<file path="src/link_tx_regs.svh">
// constants and functional notes for the transmit transport and scrambler
// Functional notes
// - lanes run 8b/10b or 64b/66b line coding, chosen by configuration.
// - up to eight serial lanes may be used to lower per-lane rate.
// - large variants drive eight lanes; the single variant drives four.
// - 64b/66b block sync uses the embedded sync header, not the handshake.
// - in 64b/66b the sync input is ignored for link start, kept for nco.
// - sysref resets the multiframe counter (8b/10b) or extended multiblock.
// - the device clock runs the digital logic and the serializer side.
// - forward error correction is offered with the 64b/66b link layer.
// - no 64b/80b, no command channel, no three-bit crc.
// - subclass 1 only; still works with a subclass 0 receiver.
// - lane alignment within one link; no multipoint reference.
// - 8b/10b sync pin timing follows both earlier standard revisions.
// - samples pack into octets, f octets form a frame, spread over l lanes.
// - n-bit samples sent as n-prime fields; s samples from m converters; here each lane sends its own 8-bit sample slice as is.
// - one transport mode setting picks lanes, converters, octets per frame; here it sets the lane count only.
// - 8b/10b scrambles only when enabled; 64b/66b always scrambles.
// - scrambling acts on octets or 64-bit blocks before coding.
// - the 8b/10b lane alignment sequence is never scrambled.
// - polynomials differ by coding; receiver self-synchronizes descrambler.
// - frames group into multiframes, or blocks and extended multiblocks.
// - in 8b/10b, sync low makes every enabled lane send continuous k28.5 commas.
`ifndef LINK_TX_REGS_SVH
`define LINK_TX_REGS_SVH
`define LANES_MAX 8
`define LANES_SINGLE 4
`define OCT_W 8
`define BLK_W 64
`define MODE_W 2
`define K_FRAMES 8'd31
`define E_MBLK 8'd31
`define ILAS_MF 2'd3
`define K28_5 8'hbc
`define K28_0 8'h1c
`define K28_3 8'h7c
`define K28_7 8'hfc
`define SH_DATA 2'b01
`define SH_CMD 2'b10
`define SCR8_SEED 15'h7f80
`define SCR8_T1 14
`define SCR8_T2 13
`define SCR66_T1 38
`define SCR66_T2 57
`endif

</file>
<file path="src/link_tx_pkg.sv">
// types for the transmit transport and scrambler
package link_tx_pkg;
	typedef enum logic [1:0] {
		ST_IDLE = 2'b00,
		ST_CGS = 2'b01,
		ST_ILAS = 2'b10,
		ST_DATA = 2'b11
	} link_state_t;
	typedef struct packed {
		logic enc_64b66b;
		logic scrambler_enable;
		logic fec_enable;
		logic sync_for_nco;
		logic single_variant;
		logic [1:0] transport_mode_select;
	} link_cfg_t;
	typedef struct packed {
		logic [7:0][65:0] word;
		logic [7:0] charisk;
		logic [7:0] lane_en;
	} lane_out_t;
endpackage

</file>
<file path="src/link_tx.sv">
// transmit transport layer, scrambler and link start for eight lanes
`timescale 1ns/1ps
`include "link_tx_regs.svh"
module link_tx (
	input wire logic CORE_CLK_I,
	input wire logic NRST_I,
	input wire link_tx_pkg::link_cfg_t CFG_I,
	input wire logic [63:0] SAMPLES_I,
	input wire logic SAMPLES_VALID_I,
	input wire logic SYSREF_I,
	input wire logic LINK_SYNC_INPUT_PIN_I,
	input wire logic LINK_RESTART_I,
	output link_tx_pkg::lane_out_t LANES_O,
	output logic LANES_VALID_O,
	output logic NCO_SYNC_O,
	output logic FEC_ACTIVE_O,
	output logic [1:0] LINK_STATE_O
);
	import link_tx_pkg::*;

	logic [1:0] sref_sync_reg;
	logic [1:0] sync_pin_reg;
	logic sref_prev_reg;
	logic sync_prev_reg;
	logic sysref_evt;
	logic sync_low;
	logic sync_rise;
	link_cfg_t cfg_prev_reg;
	logic restart;
	logic [7:0] frame_cnt_reg;
	logic [7:0] mf_cnt_reg;
	logic [1:0] ilas_cnt_reg;
	logic mf_edge;
	link_state_t state_reg;
	link_state_t state_next;
	logic [14:0] scr8_reg [`LANES_MAX];
	logic [57:0] scr66_reg [`LANES_MAX];
	logic [7:0] lane_mask;
	logic scr_on;
	// per-lane next values, gathered into one output register below
	logic [65:0] word_next [`LANES_MAX];
	logic k_next [`LANES_MAX];

	// pins are from outside the clock domain; first stage read by second only
	always_ff @(posedge CORE_CLK_I or negedge NRST_I) begin
		if (!NRST_I) begin
			sref_sync_reg <= 2'b00;
			sync_pin_reg <= 2'b11;
			sref_prev_reg <= 1'b0;
			sync_prev_reg <= 1'b1;
		end else begin
			sref_sync_reg <= {sref_sync_reg[0], SYSREF_I};
			sync_pin_reg <= {sync_pin_reg[0], LINK_SYNC_INPUT_PIN_I};
			sref_prev_reg <= sref_sync_reg[1];
			sync_prev_reg <= sync_pin_reg[1];
		end
	end

	assign sysref_evt = sref_sync_reg[1] & ~sref_prev_reg;
	assign sync_low = ~sync_pin_reg[1];
	assign sync_rise = sync_pin_reg[1] & ~sync_prev_reg;

	// mode change counts as a restart
	always_ff @(posedge CORE_CLK_I or negedge NRST_I) begin
		if (!NRST_I) begin
			cfg_prev_reg <= '0;
		end else begin
			cfg_prev_reg <= CFG_I;
		end
	end
	assign restart = LINK_RESTART_I | (cfg_prev_reg != CFG_I);

	// frame and multiframe / extended multiblock counters
	assign mf_edge = (frame_cnt_reg == `K_FRAMES);
	always_ff @(posedge CORE_CLK_I or negedge NRST_I) begin
		if (!NRST_I) begin
			frame_cnt_reg <= 8'h00;
			mf_cnt_reg <= 8'h00;
		end else if (sysref_evt || restart) begin
			// subclass 1 only: sysref aligns the phase
			frame_cnt_reg <= 8'h00;
			mf_cnt_reg <= 8'h00;
		end else if (mf_edge) begin
			frame_cnt_reg <= 8'h00;
			mf_cnt_reg <= (mf_cnt_reg == `E_MBLK) ? 8'h00 :
				mf_cnt_reg + 8'h01;
		end else begin
			frame_cnt_reg <= frame_cnt_reg + 8'h01;
		end
	end

	// link start state machine
	always_comb begin
		state_next = state_reg;
		unique case (state_reg)
			ST_IDLE: begin
				if (CFG_I.enc_64b66b) begin
					state_next = ST_DATA;
				end else if (sync_low) begin
					state_next = ST_CGS;
				end
			end
			ST_CGS: begin
				// receiver counts four commas, then releases sync
				if (sync_rise) begin
					state_next = ST_ILAS;
				end
			end
			ST_ILAS: begin
				if (sync_low) begin
					state_next = ST_CGS;
				end else if (mf_edge && ilas_cnt_reg == `ILAS_MF) begin
					state_next = ST_DATA;
				end
			end
			ST_DATA: begin
				if (!CFG_I.enc_64b66b && sync_low) begin
					state_next = ST_CGS;
				end
			end
		endcase
	end

	always_ff @(posedge CORE_CLK_I or negedge NRST_I) begin
		if (!NRST_I) begin
			state_reg <= ST_IDLE;
		end else if (restart) begin
			state_reg <= ST_IDLE;
		end else begin
			state_reg <= state_next;
		end
	end

	// ilas waits for the next multiframe edge, then spans four multiframes
	logic ilas_started_reg;
	always_ff @(posedge CORE_CLK_I or negedge NRST_I) begin
		if (!NRST_I) begin
			ilas_cnt_reg <= 2'd0;
			ilas_started_reg <= 1'b0;
		end else if (state_reg != ST_ILAS) begin
			ilas_cnt_reg <= 2'd0;
			ilas_started_reg <= 1'b0;
		end else if (mf_edge) begin
			if (ilas_started_reg) begin
				ilas_cnt_reg <= ilas_cnt_reg + 2'd1;
			end
			ilas_started_reg <= 1'b1;
		end
	end

	// lanes present depend on the variant; mode picks how many are used
	always_comb begin
		unique case (CFG_I.transport_mode_select)
			2'd0: lane_mask = 8'h01;
			2'd1: lane_mask = 8'h03;
			2'd2: lane_mask = 8'h0f;
			2'd3: lane_mask = 8'hff;
		endcase
		if (CFG_I.single_variant) begin
			lane_mask = lane_mask & 8'h0f;
		end
	end

	assign scr_on = CFG_I.enc_64b66b | CFG_I.scrambler_enable;

	// per-lane transport mapping and scrambling; one octet per lane word in 8b/10b, eight in 64b/66b
	// simplified mapping: each lane takes its own 8-bit slice of the sample bus, unpadded
	genvar g;
	generate
		for (g = 0; g < `LANES_MAX; g++) begin : g_lane
			logic [63:0] blk;
			logic [63:0] scr_blk;
			logic [7:0] oct;
			logic [7:0] scr_oct;
			logic [14:0] s8;
			logic [57:0] s66;
			// each lane carries one 8-bit slice of the samples per frame cycle
			assign blk = {SAMPLES_I[g*8 +: 8], SAMPLES_I[g*8 +: 8],
				SAMPLES_I[g*8 +: 8], SAMPLES_I[g*8 +: 8],
				SAMPLES_I[g*8 +: 8], SAMPLES_I[g*8 +: 8],
				SAMPLES_I[g*8 +: 8], SAMPLES_I[g*8 +: 8]};
			assign oct = SAMPLES_I[g*8 +: 8];
			// self-synchronous scramblers; polynomials differ
			always_comb begin
				s8 = scr8_reg[g];
				for (int b = 7; b >= 0; b--) begin
					scr_oct[b] = oct[b] ^ s8[`SCR8_T1] ^ s8[`SCR8_T2];
					s8 = {s8[13:0], scr_oct[b]};
				end
				s66 = scr66_reg[g];
				for (int b = 63; b >= 0; b--) begin
					scr_blk[b] = blk[b] ^ s66[`SCR66_T1] ^ s66[`SCR66_T2];
					s66 = {s66[56:0], scr_blk[b]};
				end
			end
			always_ff @(posedge CORE_CLK_I or negedge NRST_I) begin
				if (!NRST_I) begin
					scr8_reg[g] <= `SCR8_SEED;
					scr66_reg[g] <= '0;
				end else if (restart) begin
					scr8_reg[g] <= `SCR8_SEED;
					scr66_reg[g] <= '0;
				end else if (state_reg == ST_DATA && SAMPLES_VALID_I &&
					scr_on) begin
					scr8_reg[g] <= s8;
					scr66_reg[g] <= s66;
				end
			end
			always_comb begin
				word_next[g] = '0;
				k_next[g] = 1'b0;
				if (!lane_mask[g]) begin
					word_next[g] = '0;
				end else if (CFG_I.enc_64b66b) begin
					// header added after scrambling
					word_next[g] = {`SH_DATA, scr_blk};
				end else begin
					unique case (state_reg)
						ST_IDLE, ST_CGS: begin
							word_next[g] = {58'h0, `K28_5};
							k_next[g] = 1'b1;
						end
						ST_ILAS: begin
							if (!ilas_started_reg) begin
								// commas go on until the first multiframe edge
								word_next[g] = {58'h0, `K28_5};
								k_next[g] = 1'b1;
							end else begin
								// never scrambled
								word_next[g] = {58'h0, mf_edge ? `K28_3 :
									(frame_cnt_reg == 8'h00 ? `K28_0 : oct)};
								k_next[g] = mf_edge ||
									frame_cnt_reg == 8'h00;
							end
						end
						ST_DATA: begin
							word_next[g] = {58'h0,
								scr_on ? scr_oct : oct};
						end
					endcase
				end
			end
		end
	endgenerate

	// outputs; no 64b/80b, command channel or crc3 paths exist
	always_ff @(posedge CORE_CLK_I or negedge NRST_I) begin
		if (!NRST_I) begin
			LANES_O <= '0;
			LANES_VALID_O <= 1'b0;
			NCO_SYNC_O <= 1'b0;
			FEC_ACTIVE_O <= 1'b0;
			LINK_STATE_O <= 2'b00;
		end else begin
			// one process owns the whole lane struct
			for (int i = 0; i < `LANES_MAX; i++) begin
				LANES_O.word[i] <= word_next[i];
				LANES_O.charisk[i] <= k_next[i];
			end
			LANES_O.lane_en <= lane_mask;
			LANES_VALID_O <= (state_reg == ST_DATA) ? SAMPLES_VALID_I : 1'b1;
			NCO_SYNC_O <= CFG_I.enc_64b66b & CFG_I.sync_for_nco & sync_low;
			FEC_ACTIVE_O <= CFG_I.enc_64b66b & CFG_I.fec_enable;
			LINK_STATE_O <= state_reg;
		end
	end
endmodule

</file>
<file path="config.mk">
export PLATFORM = sky130hd
export DESIGN_NAME = link_tx
export DESIGN_NICKNAME = d
export VERILOG_FILES = /design/src/link_tx_pkg.sv /design/src/link_tx.sv
export VERILOG_INCLUDE_DIRS = /design/src
export SDC_FILE = /design/constraint.sdc
export NUM_CORES = 2
export LEC_CHECK = 0
export BUFFER_PORTS_ARGS = -buffer_cell sky130_fd_sc_hd__buf_2
export CORE_MARGIN = 2
export CORE_UTILIZATION = 59
export CTS_BUF_LIST = sky130_fd_sc_hd__clkbuf_16
export DETAILED_ROUTE_END_ITERATION = 10
export GPL_ROUTABILITY_DRIVEN = 0
export PLACE_DENSITY = 0.81
export SLEW_MARGIN = 0
export SYNTH_ARGS = -nofsm -noshare
export SYNTH_HDL_FRONTEND = slang
export SYNTH_SLANG_ARGS = --single-unit
</file>
<file path="constraint.sdc">
create_clock -name CORE_CLK_I -period 2.3 [get_ports CORE_CLK_I]
set_clock_uncertainty 0.15 [all_clocks]
set_input_delay 0.46 -clock CORE_CLK_I [delete_from_list [all_inputs] [get_ports CORE_CLK_I]]
set_output_delay 0.46 -clock CORE_CLK_I [all_outputs]
set_load 0.05 [all_outputs]
</file>
-- Word-level counts from Yosys, hierarchy flattened
Cells that the tools add are included.
- memory bits (read-only): 0
- register bits: 1159
- input bits: 77
- memories kept: 0
- memory bits (writable): 0
- output and inout bits: 549
- word-level logic and storage cells: 1355
- latch bits: 0
- reductions and logical operators: 16
- magnitude comparators: 0
- div/mod/pow operators: 0
- multiply operators: 0
- equal/unequal tests: 14
- bitwise logic cells: 1162
- mux-type cells: 117
- shift operators: 0
- add/subtract/negate cells: 2
- operators by type and width (operator ; count):
    $pmux W66 S3 ; 8
    $xor A1 B1 Y1 ; 1152
    $mux W66 ; 16
    $mux W58 ; 16
    $mux W8 ; 35
    $mux W15 ; 16
    $pmux W8 S4 ; 1
    $mux W2 ; 10
    $mux W1 ; 13
    $eq A2 B2 Y1 const B ; 5
    $add A8 B1 Y8 const B ; 1
    $eq A8 B5 Y1 const B ; 1
    $logic_not A8 Y1 ; 1
    $ne A4 B4 Y1 const B ; 2
    $pmux W2 S4 ; 1
    $ne A7 B7 Y1 ; 1
    $ne A3 B3 Y1 const B ; 2
    $reduce_bool A2 Y1 ; 3
    $and A1 B1 Y1 ; 5
    $eq A2 B1 Y1 const B ; 2
    $logic_and A1 B1 Y1 ; 4
    $logic_not A2 Y1 ; 2
    $reduce_and A4 Y1 ; 1
    $not A1 Y1 ; 3
    other kinds (8) ; 10

-- Logic depth before layout (Yosys ltp)
- word-level depth: 7
- gate-level depth with buffers: 9
- depth with buffers taken out: 7

-- Worst setup path before layout
Ideal clock, no wire load.
- kind: input-to-reg
- start point: in CFG_I[5] in the netlist's numbering
- end point: reg scr8_reg (netlist bit g_lane[0].s8[10])
- library setup time: 0.136 ns
- arrival time: 1.784 ns
- slack: 0.230 ns
- cell stages on the path: 9
- cell sequence: buf_2 -> or2_2 -> buf_2 -> and3_1 -> buf_2 -> buf_2 -> buf_2 -> nand2_1 -> a21oi_1
- longest elaborated chain between the ends: 3
- ends and longest elaborated chain (item ; line ; RTL):
    from (decl) ; link_tx.sv:7 ; input wire link_tx_pkg::link_cfg_t CFG_I,
    $ne A7 B7 Y1 or $or A1 B1 Y1 (tied branches) ; link_tx.sv:71, link_tx.sv:164 ;
    $or A1 B1 Y1 or $logic_and A1 B1 Y1 (tied branches) ; link_tx.sv:71, link_tx.sv:203 ;
    $mux W15 or $reduce_bool A2 Y1 (tied branches) ; - ;
    to (signal, indexed assignment) ; link_tx.sv:198 ; scr8_reg[g] <= `SCR8_SEED;
    to (signal, indexed assignment) ; link_tx.sv:201 ; scr8_reg[g] <= `SCR8_SEED;
    to (decl) ; link_tx.sv:36 ; logic [14:0] scr8_reg [`LANES_MAX];
Several ways; a longest one is shown, not always the timed one.
A chain may end at the register's enable or synchronous reset.

==> impl_metrics.py <==
metrics = {
    "routing": {
        "ant_nets": 0,
        "num_vias": 40900,
        "drt-total-wl_um": 161000,
        "dr.pass1.iters": 7,
        "drc_errors": 0,
        "drt_first_iter_violations": 3941,
        "wl_per_cell_um": 22.2,
        "viasPerCell": 5.66,
    },
    "layout": {
        "n_fill_cell": 6002,
        "area_delta_synth_final_pct": 20.2,
        "final_nets": 6040,
        "final_common_cell": "dfrtp_1",
        "largest_register_ffs": 524,
        "layout_common_cells": "dfrtp_1, nor2_1, xnor2_1",
        "multi_input_area_um2": 22200,
        "regArea_um2": 28600,
        "layout-drive-gt1-share": 0.204,
        "final_cell_area_um2": 62700,
        "final_cells": 7229,
    },
    "logic_synthesis": {
        "synth_edf_count": 0,
        "yosysSeqAreaShare": 0.547,
        "syn_area_per_cell_um2": 9.97,
        "syn_area_um2": 52200,
        "yosys_warnings": 0,
        "ys.flop_type": "dfrtp_1",
        "syn_inst": 5232,
        "ys_types": 47,
        "async_reset_ff_frac": 1.00,
        "ys_ff_latch": 1138,
    },
    "sta": {
        "worst_pin_slew_ns": 0.671,
        "finalWorstSetupSlack_ns": -0.0431,
        "setup_viol": 9,
        "fin_crit_ns": 2.34,
        "hold_viol": 0,
        "max_freq_mhz": 427,
        "slew_headroom": 0.552,
        "final_max_slew_viol_count": 0,
        "grt_setup_unrepaired": "yes",
        "fin_tns_setup_ns": -0.263,
        "period_share": 1.02,
    },
    "clocking": {
        "clockBufferDepth": 3,
        "clkTransAtPathRegs_ns": 0.06,
        "htree_levels": 3,
        "cts_sinks": 1138,
        "clock_latency_ns": 0.72,
        "cts-root-buf": "clkbuf_16",
        "cts_tree": "done",
        "numCtsBuffers": 114,
    },
    "setup_path": {
        "cp-start-kind": "flop",
        "critPathArrivalTime_ns": 2.76,
        "rr_worst_depth": 8,
        "crit_required_ns": 2.72,
        "r2r_setup_slack_ns": -0.04,
        "r2r_start": "frame_cnt_reg[1]",
        "cp_max_fo": 4,
        "worst_setup_path_end_kind": "flop",
        "cp-startpoint": "frame_cnt_reg[1]",
        "timing.rr.end": "LANES_O[214]",
        "critical_path_class": "reg2reg",
    },
    "floorplanning": {
        "die_h_um": 301,
        "die_w_um": 301,
        "core_um2": 88000,
        "start_util": 0.593,
        "io_pins": 626,
        "rows": 109,
        "dieArea_um2": 90800,
    },
    "power_and_ir_drop": {
        "power_density_nw_per_um2": 704,
        "ir_drop_v": 0.000881,
        "leakagePower_nw": 30.5,
        "fin_total_pwr_mw": 44.2,
    },
    "grt": {
        "grt-ovfl-total": 0,
        "grt_pass1_wl_um": 243000,
        "grt_use_total": 0.351,
        "antenna_found_initial": 9,
        "grt_max_degree": 92,
        "grt_pass1_vias": 41800,
    },
    "placement": {
        "port_buffers": 617,
        "placedInstanceArea_um2": 58600,
        "place_ws_ns": -0.223,
        "place_hpwl_um": 112000,
        "place_inst": 6994,
    },
    "hold_path": {
        "hp-class": "in2reg",
        "hp-start": "SAMPLES_I[51]",
        "min_to": "LANES_O[415]",
        "min_path_cells": 3,
    },
    "run_status": {
        "outcome": "complete, but fails checks",
        "violations": "setup timing",
    },
    "job": {
        "drv_cap": 0,
    },
}
## synth_stat cells, types with 4 or more instances
library cell | count | area [um2]
dfrtp_1 | 1071 | 26800
nor2_1 | 939 | 3520
xnor2_1 | 774 | 6780
nand2_1 | 551 | 2070
xor2_1 | 415 | 3630
a21oi_1 | 398 | 1990
and2_1 | 218 | 1360
o21ai_0 | 199 | 996
buf_2 | 179 | 896
clkbuf_1 | 139 | 522
nand3_1 | 75 | 375
dfstp_2 | 67 | 1760
buf_4 | 23 | 173
buf_1 | 19 | 71.3
nor2b_1 | 16 | 100
a211oi_1 | 14 | 105
o221ai_1 | 13 | 114
a221oi_1 | 11 | 96.3
inv_1 | 11 | 41.3
nor3_1 | 10 | 50.1
o22ai_1 | 10 | 62.6
o32ai_1 | 10 | 87.6
o211ai_1 | 8 | 60.1
o31ai_1 | 7 | 52.6
and3_1 | 6 | 37.5
nand2b_1 | 5 | 31.3
o21a_1 | 5 | 37.5
a22oi_1 | 4 | 30.0
a32oi_1 | 4 | 35.0
## stage by stage
stage                util  hold WS [ns]
floorplan               -        0.0144
global placement    0.666         0.184
detailed placement  0.666         0.186
CTS                 0.710        0.0244
global route        0.713        0.0604
finish              0.713        0.0668
## area by class of cell
| class | instances | area share |
|---|---|---|
| sequential | 1138 | 0.455 |
| multi-input combinational | 3730 | 0.354 |
| timing repair buffer | 965 | 0.107 |
| clock buffer | 117 | 0.0467 |
| tap | 1165 | 0.0232 |
| clock inverter | 95 | 0.0124 |
| inverter | 11 | 0.000718 |
| antenna | 8 | 0.000319 |
## worst max path at each step
stage	cells after the start	slack [ns]	end
final	8	-0.04	LANES_O[214]
after global routing	8	-0.13	LANES_O[214]
after CTS	8	0.008	LANES_O[214]
after detailed placement	7	-0.22	LANES_O[352]
after global placement	7	-0.1	LANES_O[88]
after floorplan	9	0.23	g_lane[0].s8[10]
## layer usage
metal	up-vias	GRT usage	share of wire
li1	18000	-	-
met5	-	0	0.00017
met2	2073	0.567	0.48
met3	548	0.0692	0.082
met1	20300	0.444	0.38
met4	4	0.201	0.059
## where the power goes
part / total, mW / switching, mW / internal (mW) / leakage (nW)
clock network: 18.6 / 8.12 / 10.4 / 1.90
registers: 20.5 / 0.173 / 20.4 / 15.4
logic: 5.06 / 3.64 / 1.42 / 13.2
total: 44.2 / 11.9 / 32.2 / 30.5
## critical path, cell delays in order, from the launching register on
cell     delay [ns]
dfrtp_1        0.41
inv_2          0.10
ha_4           0.13
or4b_4         0.48
a21oi_4        0.34
o22ai_2        0.19
buf_4          0.19
a21oi_1        0.12
o21ai_0        0.10
## repair_timing
item / in CTS / in global routing
setup endpoints to repair: 7 / 50
resized for setup: 6 / 47
pin swaps: 1 / 6
setup buffers: 0 / 1
endpoints found under the hold margin: 369 / 0
hold buffers: 14 / 0
## cell families (layout without fill, tap and decap cells)
logic type / Yosys count / in the layout / share of synthesized area
AND/OR/NAND/NOR: 1832 / 1832 / 0.147
XOR/XNOR: 1189 / 1189 / 0.200
flip-flops: 1138 / 1138 / 0.547
AO/OA/AOI/OAI: 697 / 697 / 0.0729
buffers and inverters: 371 / 1188 / 0.0326
adder cells (fa/ha/maj): 3 / 3 / 0.000720
other: 2 / 17 / 0.000144
(Power assumes the default switching activity.)
